--- src/hw/wheel_decoder_pkg.sv ---
package wheel_decoder_pkg;

    // Register bus geometry
    localparam int ADDR_W = 8;
    localparam int DATA_W = 8;

    // Register offsets
    localparam logic [7:0] OFF_WHEEL_COUNT = 8'hD0;
    localparam logic [7:0] OFF_FILTER_POLARITY_SHUTTLE = 8'hD1;
    localparam logic [7:0] OFF_PHASE_A_PIN_SELECT = 8'hD2;
    localparam logic [7:0] OFF_PHASE_B_PIN_SELECT = 8'hD3;
    localparam logic [7:0] OFF_RESERVED_D6 = 8'hD6;
    localparam logic [7:0] OFF_COUNT_MODE_SELECT = 8'hD7;
    localparam logic [7:0] OFF_COUNT_LOAD_REQUEST = 8'hD8;
    localparam logic [7:0] OFF_SYSTEM_RESET = 8'h60;

    // Field positions and widths
    localparam int FILTER_N_LSB = 0;
    localparam int FILTER_N_W = 3;
    localparam int POLARITY_BIT = 4;
    localparam int SHUTTLE_BIT = 5;
    localparam int PIN_SEL_W = 3;
    localparam int PIN_COUNT = 8;
    localparam int MODE_BIT = 0;
    localparam int LOAD_BIT = 0;
    localparam int DECODER_RESET_BIT = 5;

    // Reset values
    localparam logic [2:0] RST_FILTER_N = 3'h0;
    localparam logic RST_POLARITY = 1'b0;
    localparam logic RST_SHUTTLE = 1'b0;
    localparam logic [2:0] RST_PHASE_A_PIN = 3'h0;
    localparam logic [2:0] RST_PHASE_B_PIN = 3'h1;
    localparam logic RST_DOUBLE_MODE = 1'b1;
    localparam logic RST_LOAD = 1'b0;
    localparam logic RST_DECODER_RESET = 1'b0;
    localparam logic [7:0] RST_COUNT = 8'h00;

    // Timing: slow clock is an enable derived from MCLK
    localparam int MCLK_HZ = 20_000_000;
    localparam int SLOW_CLOCK_HZ = 32_000;
    localparam int SLOW_DIV = MCLK_HZ / SLOW_CLOCK_HZ;
    localparam int JITTER_FACTOR = 3;
    // Window of 3*2^(n+1) slow periods expressed in 2^n sample ticks
    localparam int FILTER_SAMPLES = JITTER_FACTOR * 2;

    // Filtered phase levels {a,b}
    typedef enum logic [1:0] {
        Q_NONE = 2'b00,
        Q_B_ONLY = 2'b01,
        Q_A_ONLY = 2'b10,
        Q_BOTH = 2'b11
    } quad_e;

    // Decoder configuration
    typedef struct packed {
        logic [2:0] filter_n;
        logic polarity;
        logic shuttle;
        logic double_mode;
    } decode_cfg_s;

    // Filtered phase with its edge pulses
    typedef struct packed {
        logic level;
        logic rise;
        logic fall;
    } phase_edge_s;

endpackage

--- src/hw/quadrature_wheel_decoder.sv ---
// Operation
// - Each phase picks one of eight pins
// - Mode bit chooses common or double; resets double
// - Common mode counts once per full step
// - Double mode counts every phase edge
// - Counter hidden; count register changes only on load or on a clearing read
// - Load bit copies counter, then self-clears
// - Reading count returns value, then clears it
// - Decoder reset bit clears the internal counter
// - Filter field sets debounce window, drops jitter
// - Levels under 3*2^(n+1) slow periods are jitter
// - Inputs sampled every 2^n slow periods
// - Polarity bit defines the idle input level
// - Shuttle bit accepts non-overlapping phase pulses
// - Logic runs on the 32 kHz slow clock enable
`timescale 1ns/1ps
`default_nettype none
module quadrature_wheel_decoder
    import wheel_decoder_pkg::*;
#(
    parameter int SLOW_DIVIDE = SLOW_DIV,
    parameter int WINDOW_SAMPLES = FILTER_SAMPLES
) (
    input wire logic MCLK,
    input wire logic RST,
    input wire logic [ADDR_W-1:0] ADDR,
    input wire logic [DATA_W-1:0] WDATA,
    input wire logic WR,
    input wire logic RD,
    input wire logic [PIN_COUNT-1:0] PHASE_PIN,
    output logic [DATA_W-1:0] RDATA
);

    decode_cfg_s cfg;
    logic [FILTER_N_W-1:0] filter_n;
    logic polarity;
    logic shuttle;
    logic double_mode;
    logic [PIN_SEL_W-1:0] phase_a_pin;
    logic [PIN_SEL_W-1:0] phase_b_pin;
    logic load_pending;
    logic decoder_reset;
    logic [7:0] count_value;
    logic [7:0] wheel_count;

    logic [PIN_COUNT-1:0] pin_sync1;
    logic [PIN_COUNT-1:0] pin_sync2;
    logic [PIN_COUNT-1:0] pin_sync3;
    logic [PIN_COUNT-1:0] pin_level;

    logic raw_a;
    logic raw_b;
    logic sample_tick;
    phase_edge_s edge_a;
    phase_edge_s edge_b;
    quad_e prev_quad;
    quad_e cur_quad;
    logic step_up;
    logic step_down;
    logic shuttle_up;
    logic shuttle_down;
    logic double_up;
    logic double_down;
    logic common_up;
    logic common_down;

    logic wr_hit_filter;
    logic wr_hit_mode;
    logic wr_hit_load;
    logic wr_hit_pin_a;
    logic wr_hit_pin_b;
    logic wr_hit_reset;
    logic rd_hit_count;
    logic [DATA_W-1:0] next_rdata;

    // Address decode of the strobes
    assign wr_hit_filter = WR && (ADDR == OFF_FILTER_POLARITY_SHUTTLE);
    assign wr_hit_mode = WR && (ADDR == OFF_COUNT_MODE_SELECT);
    assign wr_hit_load = WR && (ADDR == OFF_COUNT_LOAD_REQUEST);
    assign wr_hit_pin_a = WR && (ADDR == OFF_PHASE_A_PIN_SELECT);
    assign wr_hit_pin_b = WR && (ADDR == OFF_PHASE_B_PIN_SELECT);
    assign wr_hit_reset = WR && (ADDR == OFF_SYSTEM_RESET);
    assign rd_hit_count = RD && (ADDR == OFF_WHEEL_COUNT);

    // Debounce window length
    // Shrinking it restarts the sample count at the next slow tick
    always_ff @(posedge MCLK) begin
        if (RST) begin
            filter_n <= RST_FILTER_N;
        end else if (wr_hit_filter) begin
            filter_n <= WDATA[FILTER_N_LSB +: FILTER_N_W];
        end
    end

    // Idle level of the phase pins
    // Flip it only while the wheel rests, or one step may be miscounted
    always_ff @(posedge MCLK) begin
        if (RST) begin
            polarity <= RST_POLARITY;
        end else if (wr_hit_filter) begin
            polarity <= WDATA[POLARITY_BIT];
        end
    end

    // Shuttle mode for phase pulses that never overlap
    always_ff @(posedge MCLK) begin
        if (RST) begin
            shuttle <= RST_SHUTTLE;
        end else if (wr_hit_filter) begin
            shuttle <= WDATA[SHUTTLE_BIT];
        end
    end

    // Counting mode; double accuracy after reset
    always_ff @(posedge MCLK) begin
        if (RST) begin
            double_mode <= RST_DOUBLE_MODE;
        end else if (wr_hit_mode) begin
            double_mode <= WDATA[MODE_BIT];
        end
    end

    // One bundle for the decode logic, each field from its own register
    always_comb begin
        cfg.filter_n = filter_n;
        cfg.polarity = polarity;
        cfg.shuttle = shuttle;
        cfg.double_mode = double_mode;
    end

    // Pin selection for phase a
    always_ff @(posedge MCLK) begin
        if (RST) begin
            phase_a_pin <= RST_PHASE_A_PIN;
        end else if (wr_hit_pin_a) begin
            phase_a_pin <= WDATA[PIN_SEL_W-1:0];
        end
    end

    // Pin selection for phase b
    always_ff @(posedge MCLK) begin
        if (RST) begin
            phase_b_pin <= RST_PHASE_B_PIN;
        end else if (wr_hit_pin_b) begin
            phase_b_pin <= WDATA[PIN_SEL_W-1:0];
        end
    end

    // Decoder reset bit is a level; the counter stays at zero while it is set
    // It never clears itself, so software must write zero to release it
    always_ff @(posedge MCLK) begin
        if (RST) begin
            decoder_reset <= RST_DECODER_RESET;
        end else if (wr_hit_reset) begin
            decoder_reset <= WDATA[DECODER_RESET_BIT];
        end
    end

    // Load request; a new request wins over completion in the same cycle
    // Software sees the bit high only in the cycle right after its write
    always_ff @(posedge MCLK) begin
        if (RST) begin
            load_pending <= RST_LOAD;
        end else if (wr_hit_load) begin
            load_pending <= WDATA[LOAD_BIT];
        end else if (load_pending) begin
            load_pending <= 1'b0;
        end
    end

    // Snapshot register: loaded on request, cleared by a read
    // A load in the same cycle as a clearing read wins, so no snapshot is lost
    always_ff @(posedge MCLK) begin
        if (RST) begin
            wheel_count <= RST_COUNT;
        end else if (load_pending) begin
            wheel_count <= count_value;
        end else if (rd_hit_count) begin
            wheel_count <= RST_COUNT;
        end
    end

    // Read mux; unmapped and reserved addresses read zero
    // The mux has no side effect; the clear on read sits with the register
    always_comb begin
        next_rdata = '0;
        unique case (ADDR)
            OFF_WHEEL_COUNT: next_rdata = wheel_count;
            OFF_FILTER_POLARITY_SHUTTLE: begin
                next_rdata[FILTER_N_LSB +: FILTER_N_W] = cfg.filter_n;
                next_rdata[POLARITY_BIT] = cfg.polarity;
                next_rdata[SHUTTLE_BIT] = cfg.shuttle;
            end
            OFF_PHASE_A_PIN_SELECT: next_rdata[PIN_SEL_W-1:0] = phase_a_pin;
            OFF_PHASE_B_PIN_SELECT: next_rdata[PIN_SEL_W-1:0] = phase_b_pin;
            OFF_COUNT_MODE_SELECT: next_rdata[MODE_BIT] = cfg.double_mode;
            OFF_COUNT_LOAD_REQUEST: next_rdata[LOAD_BIT] = load_pending;
            OFF_SYSTEM_RESET: next_rdata[DECODER_RESET_BIT] = decoder_reset;
            default: next_rdata = '0;
        endcase
    end

    // Read data stand only in the cycle after the strobe
    // Zero outside the answer cycle keeps a shared read bus quiet
    always_ff @(posedge MCLK) begin
        if (RST) begin
            RDATA <= '0;
        end else if (RD) begin
            RDATA <= next_rdata;
        end else begin
            RDATA <= '0;
        end
    end

    // Pin synchroniser; the first stage feeds only the second
    always_ff @(posedge MCLK) begin
        if (RST) begin
            pin_sync1 <= '0;
            pin_sync2 <= '0;
            pin_sync3 <= '0;
        end else begin
            pin_sync1 <= PHASE_PIN;
            pin_sync2 <= pin_sync1;
            pin_sync3 <= pin_sync2;
        end
    end

    // A pin change is accepted once the second and third stages agree
    // A pin that toggles every clock never settles and keeps its last level
    always_ff @(posedge MCLK) begin
        if (RST) begin
            pin_level <= '0;
        end else begin
            pin_level <= (pin_sync3 & ~(pin_sync2 ^ pin_sync3))
                | (pin_level & (pin_sync2 ^ pin_sync3));
        end
    end

    // Pin mux and idle polarity; internally the idle level is always low
    // Changing the selection or polarity on the fly may count one false step
    assign raw_a = pin_level[phase_a_pin] ^ cfg.polarity;
    assign raw_b = pin_level[phase_b_pin] ^ cfg.polarity;

    // Slow clock enable and 2^n sampling enable
    // Every filter and window count is reckoned in slow periods
    tick_divider #(
        .DIV(SLOW_DIVIDE)
    ) u_tick_divider (
        .clk(MCLK),
        .rst(RST),
        .filter_n(cfg.filter_n),
        .slow_tick(),
        .sample_tick(sample_tick)
    );

    // Debounce of phase a: level must hold 6 samples of 2^n slow periods
    phase_filter #(
        .SAMPLES(WINDOW_SAMPLES)
    ) u_filter_a (
        .clk(MCLK),
        .rst(RST),
        .sample_tick(sample_tick),
        .raw(raw_a),
        .edges(edge_a)
    );

    // Debounce of phase b, same window
    phase_filter #(
        .SAMPLES(WINDOW_SAMPLES)
    ) u_filter_b (
        .clk(MCLK),
        .rst(RST),
        .sample_tick(sample_tick),
        .raw(raw_b),
        .edges(edge_b)
    );

    assign cur_quad = quad_e'({edge_a.level, edge_b.level});

    // Previous filtered levels for the transition decode
    always_ff @(posedge MCLK) begin
        if (RST) begin
            prev_quad <= Q_NONE;
        end else begin
            prev_quad <= cur_quad;
        end
    end

    // Shuttle steps: pulses on a count up, pulses on b count down
    // In common mode a pulse counts on its trailing edge
    always_comb begin
        shuttle_up = edge_a.fall;
        shuttle_down = edge_b.fall;
        if (cfg.double_mode) begin
            shuttle_up = edge_a.rise | edge_a.fall;
            shuttle_down = edge_b.rise | edge_b.fall;
        end
    end

    // Double accuracy: forward order 00, 10, 11, 01 and back to 00
    always_comb begin
        double_up = 1'b0;
        double_down = 1'b0;
        unique case ({prev_quad, cur_quad})
            {Q_NONE, Q_A_ONLY}, {Q_A_ONLY, Q_BOTH},
            {Q_BOTH, Q_B_ONLY}, {Q_B_ONLY, Q_NONE}: double_up = 1'b1;
            {Q_A_ONLY, Q_NONE}, {Q_BOTH, Q_A_ONLY},
            {Q_B_ONLY, Q_BOTH}, {Q_NONE, Q_B_ONLY}: double_down = 1'b1;
            default: double_up = 1'b0;
        endcase
    end

    // Common mode: count only once both phases show the same edge
    always_comb begin
        common_up = 1'b0;
        common_down = 1'b0;
        unique case ({prev_quad, cur_quad})
            {Q_A_ONLY, Q_BOTH}, {Q_B_ONLY, Q_NONE}: common_up = 1'b1;
            {Q_B_ONLY, Q_BOTH}, {Q_A_ONLY, Q_NONE}: common_down = 1'b1;
            default: common_up = 1'b0;
        endcase
    end

    // Step select; both phases moving at once is ambiguous and ignored
    // Encoder must keep edges apart by a sample window for this to hold
    always_comb begin
        if (cfg.shuttle) begin
            step_up = shuttle_up & ~shuttle_down;
            step_down = shuttle_down & ~shuttle_up;
        end else if (cfg.double_mode) begin
            step_up = double_up;
            step_down = double_down;
        end else begin
            step_up = common_up;
            step_down = common_down;
        end
    end

    // Hidden step counter, 8-bit two's complement with wrap
    // No saturation: software must read often enough to unwrap the value
    always_ff @(posedge MCLK) begin
        if (RST) begin
            count_value <= RST_COUNT;
        end else if (decoder_reset) begin
            count_value <= RST_COUNT;
        end else if (step_up) begin
            count_value <= count_value + 8'h01;
        end else if (step_down) begin
            count_value <= count_value - 8'h01;
        end
    end

endmodule
`default_nettype wire

--- src/hw/tick_divider.sv ---
`timescale 1ns/1ps
`default_nettype none
module tick_divider
    import wheel_decoder_pkg::*;
#(
    parameter int DIV = SLOW_DIV
) (
    input wire logic clk,
    input wire logic rst,
    input wire logic [2:0] filter_n,
    output logic slow_tick,
    output logic sample_tick
);

    localparam int CW = $clog2(DIV);
    localparam logic [CW-1:0] DIV_LAST = CW'(DIV - 1);

    logic [CW-1:0] slow_cnt;
    logic [6:0] window_cnt;
    logic [6:0] window_last;

    // Last window count is 2^n - 1 slow periods
    assign window_last = 7'((8'h01 << filter_n) - 8'h01);

    // Slow clock enable, one MCLK wide
    always_ff @(posedge clk) begin
        if (rst) begin
            slow_cnt <= '0;
            slow_tick <= 1'b0;
        end else if (slow_cnt == DIV_LAST) begin
            slow_cnt <= '0;
            slow_tick <= 1'b1;
        end else begin
            slow_cnt <= slow_cnt + 1'b1;
            slow_tick <= 1'b0;
        end
    end

    // Sampling enable every 2^n slow periods
    always_ff @(posedge clk) begin
        if (rst) begin
            window_cnt <= 7'h00;
            sample_tick <= 1'b0;
        end else begin
            sample_tick <= 1'b0;
            if (slow_tick) begin
                if (window_cnt >= window_last) begin // A shrunk window restarts at once
                    window_cnt <= 7'h00;
                    sample_tick <= 1'b1;
                end else begin
                    window_cnt <= window_cnt + 7'h01;
                end
            end
        end
    end

endmodule
`default_nettype wire

--- src/hw/phase_filter.sv ---
`timescale 1ns/1ps
`default_nettype none
module phase_filter
    import wheel_decoder_pkg::*;
#(
    parameter int SAMPLES = FILTER_SAMPLES
) (
    input wire logic clk,
    input wire logic rst,
    input wire logic sample_tick,
    input wire logic raw,
    output phase_edge_s edges
);

    localparam int RW = $clog2(SAMPLES + 1);
    localparam logic [RW-1:0] RUN_LAST = RW'(SAMPLES - 1);

    logic [RW-1:0] run;

    // A new level is taken only after SAMPLES agreeing samples in a row
    always_ff @(posedge clk) begin
        if (rst) begin
            run <= '0;
            edges <= '0;
        end else begin
            edges.rise <= 1'b0;
            edges.fall <= 1'b0;
            if (sample_tick) begin
                if (raw == edges.level) begin
                    run <= '0; // Short excursion is dropped
                end else if (run == RUN_LAST) begin
                    run <= '0;
                    edges.level <= raw;
                    edges.rise <= raw;
                    edges.fall <= ~raw;
                end else begin
                    run <= run + 1'b1;
                end
            end
        end
    end

endmodule
`default_nettype wire

--- config.mk ---
export PLATFORM = sky130hd
export DESIGN_NAME = quadrature_wheel_decoder
export DESIGN_NICKNAME = d
export VERILOG_FILES = /design/src/hw/wheel_decoder_pkg.sv /design/src/hw/quadrature_wheel_decoder.sv /design/src/hw/tick_divider.sv /design/src/hw/phase_filter.sv
export SDC_FILE = /design/constraint.sdc
export NUM_CORES = 1
export LEC_CHECK = 0
export BUFFER_PORTS_ARGS = -buffer_cell sky130_fd_sc_hd__buf_2
export CORE_MARGIN = 4
export CORE_UTILIZATION = 30
export CTS_CLUSTER_SIZE = 28
export DETAILED_ROUTE_END_ITERATION = 16
export PLACE_DENSITY = 0.42
export SLEW_MARGIN = 20
export SYNTH_ARGS = -nofsm -noshare
export SYNTH_HDL_FRONTEND = slang
export SYNTH_SLANG_ARGS = --single-unit
--- constraint.sdc ---
create_clock -name MCLK -period 3.45 [get_ports MCLK]
set_clock_uncertainty 0.05 [all_clocks]
set_input_delay 0.345 -clock MCLK [delete_from_list [all_inputs] [get_ports MCLK]]
set_output_delay 0.345 -clock MCLK [all_outputs]
set_load 0.1 [all_outputs]
==> impl_metrics.json <==
{
  "crit_chain": "buf_4 -> mux2i_1 -> o22ai_2 -> o21a_1 -> inv_1 -> ha_1 -> a21o_1 -> a31oi_1 -> a211oi_1 -> a211oi_1 -> mux2i_1 -> mux2i_1",
  "core_area_um2": 14800,
  "final_common_cell": "dfxtp_1",
  "drt-initial-drc-count": 182,
  "crit_buf_inv": 2,
  "slowest_delay_ns": 0.48,
  "slowest_stage": "dfxtp_1",
  "cts_setup_buffers": 0,
  "vias": 3453,
  "r2r_start": "u_filter_b.edges[2]",
  "stdcell_area_um2": 5230,
  "seq_area_frac_synth": 0.451,
  "r2r_end": "count_value[7]",
  "cts-resized-gates": 0,
  "routedWlPerCell_um": 14.3,
  "whs_ns": 0.142,
  "preCtsSetupSlack_ns": 0.246,
  "synthMuxAreaShare": 0.0928,
  "synth_xor_area_frac": 0.0421,
  "worstMarginPinSlew_ns": 0.988,
  "wl_um": 9980,
  "clockBufferDepth": 2,
  "ys_types": 59,
  "core.rowCount": 44,
  "drc": 0,
  "path_max_fanout": 8,
  "synthAdderAreaFrac": 0.0509,
  "die_h_um": 131,
  "synth_area_per_cell_um2": 9.41,
  "crit_start": "u_filter_b.edges[2]",
  "nets": 557,
  "regToRegSetupSlack_ns": 0.27,
  "fillers": 1514,
  "yosysWarnings": 0,
  "cts-root-buf": "clkbuf_16",
  "fin_setup_tns_ns": 0,
  "rsz0062_at_grt": "false",
  "cts_tree": "yes",
  "io_buffers": 32,
  "mostFrequentLayoutCells": "dfxtp_1 (103), nor2_1 (52), nand2_1 (34)",
  "power_density_nw_per_um2": 455,
  "grt_pass1_vias": 3228,
  "synth_compound_area_frac": 0.111,
  "clk_pin_slew_ns": 0.08,
  "dp_cells": 684,
  "syn_to_final_growth_pct": 14.4,
  "placed_area_um2": 4900,
  "grtUsageTotal": 0.117,
  "arrival_ns": 3.41,
  "overflow": 0,
  "criticalPathCategory": "reg -> reg",
  "clock_latency_ns": 0.36,
  "timing.fmax_mhz": 315,
  "grt_max_degree": 54,
  "htree_levels": 3,
  "worstPathRequired_ns": 3.68,
  "vdd_drop_max_mv": 0.262,
  "diodes": 0,
  "crit_family": "compound AO/OA/AOI/OAI gates",
  "die_w_um": 131,
  "syn_inst": 486,
  "syn_nets": 532,
  "relSlewSlack": 0.338,
  "cap_violations": 0,
  "ys_ff_latch": 103,
  "synth_edf_count": 0,
  "place_congestion": 0.771,
  "cts_buffers": 9,
  "drive_above_1_share": 0.126,
  "hold_viol_final": 0,
  "min_path_type": "in -> reg",
  "ys_async_sr_fraction": 0,
  "end_kind": "register",
  "ioPinCount": 36,
  "synth-simple-area-share": 0.224,
  "fin_crit_sh": 0.920,
  "initial_core_util": 0.310,
  "period_minus_slack_ns": 3.18,
  "final_util": 0.354,
  "cp-endpoint": "count_value[7]",
  "syn-cell-area_um2": 4570,
  "r2r_cells": 12,
  "drv_slew": 0,
  "antenna_found_initial": 1,
  "vias_per_cell": 4.93,
  "power_leakage_nw": 2.05,
  "dieArea_um2": 17300,
  "hold_buffers": 0,
  "place_hpwl_um": 7100,
  "grt_pass1_wl_um": 16500,
  "path_common_cell": "mux2i_1",
  "synth-main-ff-cell": "dfxtp_1",
  "status": "completed",
  "postRouteAntennaNets": 0,
  "synth_top_family_by_area": "simple AND/OR/NAND/NOR gates",
  "setup_slack_ns": 0.274,
  "start_kind": "register",
  "clkSinkCount": 103,
  "dr.pass1.iters": 5,
  "fin_cells": 700,
  "finalSetupViolCount": 0,
  "finalPower_mw": 2.38,
  "path_depth": 12
}
==> cell usage after synthesis (all sizes together) (6+ instances only) <==
cell type,n,area [um2]
ha,17,213
and3,7,43.8
nor3,18,95.1
clkbuf,13,48.8
a21oi,26,130
nand2,34,128
xnor2,13,114
nand3,14,70.1
mux2i,24,244
nor2,52,195
xor2,9,78.8
buf,7,27.5
o21ai,18,90.1
nor2b,31,194
inv,15,56.3
nand2b,6,37.5
mux4,6,146
dfxtp,103,2060
a22oi,9,67.6
==> worst min-delay path by stage <==
stage | slack, ns | cells past startpoint | from | end
floorplan | 0.36 | 1 | pin_sync1[0] | pin_sync2[0]
global placement | 0.37 | 1 | pin_sync1[3] | pin_sync2[3]
detailed placement | 0.38 | 1 | pin_sync1[4] | pin_sync2[4]
CTS | 0.12 | 2 | PHASE_PIN[3] | pin_sync1[3]
global route | 0.14 | 2 | PHASE_PIN[3] | pin_sync1[3]
finish | 0.14 | 2 | PHASE_PIN[3] | pin_sync1[3]
==> final cells by class <==
class,instances,area [um2],share of cell area
Multi-Input combinational cell,348,2380,0.456
Clock inverter,7,96.3,0.0184
Sequential cell,103,2060,0.394
Clock buffer,9,225,0.0431
Timing Repair Buffer,34,175,0.0335
Tap cell,184,230,0.0440
Inverter,15,56.3,0.0108
==> where the power goes <==
group,switching (mW),total (mW),internal (mW)
Sequential,0.00819,1.21,1.20
Clock,0.505,1.09,0.586
Combinational,0.0489,0.0789,0.0301
==> per-layer routing <==
layer / vias up / track usage / wire length, um
met5: - / 0 / 12
met4: 2 / 0.0350 / 104
met3: 10 / 0.0459 / 544
met2: 71 / 0.182 / 4430
met1: 1617 / 0.151 / 4890
li1: 1753 / - / -
==> cell families (layout without fill, tap and decap cells) <==
family          count (synthesis)  count (layout)
mux                            33              33
simple gates                  196             196
xor+xnor                       22              22
buf+inv                        35              65
fa+ha+maj                      18              18
flops                         103             103
compound gates                 79              79
==> flip-flops by register name, summed over array words and instances (netlist names), 2 cells and up, named ones only <==
name                       cells
RDATA                          8
count_value                    8
filter_n                       3
phase_a_pin                    3
phase_b_pin                    3
pin_sync1                      8
pin_sync2                      8
pin_sync3                      8
prev_quad                      2
u_filter_a.edges               3
u_filter_a.run                 3
u_filter_b.edges               3
u_filter_b.run                 3
u_tick_divider.slow_cnt       10
u_tick_divider.window_cnt      7
wheel_count                    8
No activity file was read; power rests on OpenSTA's default activity.
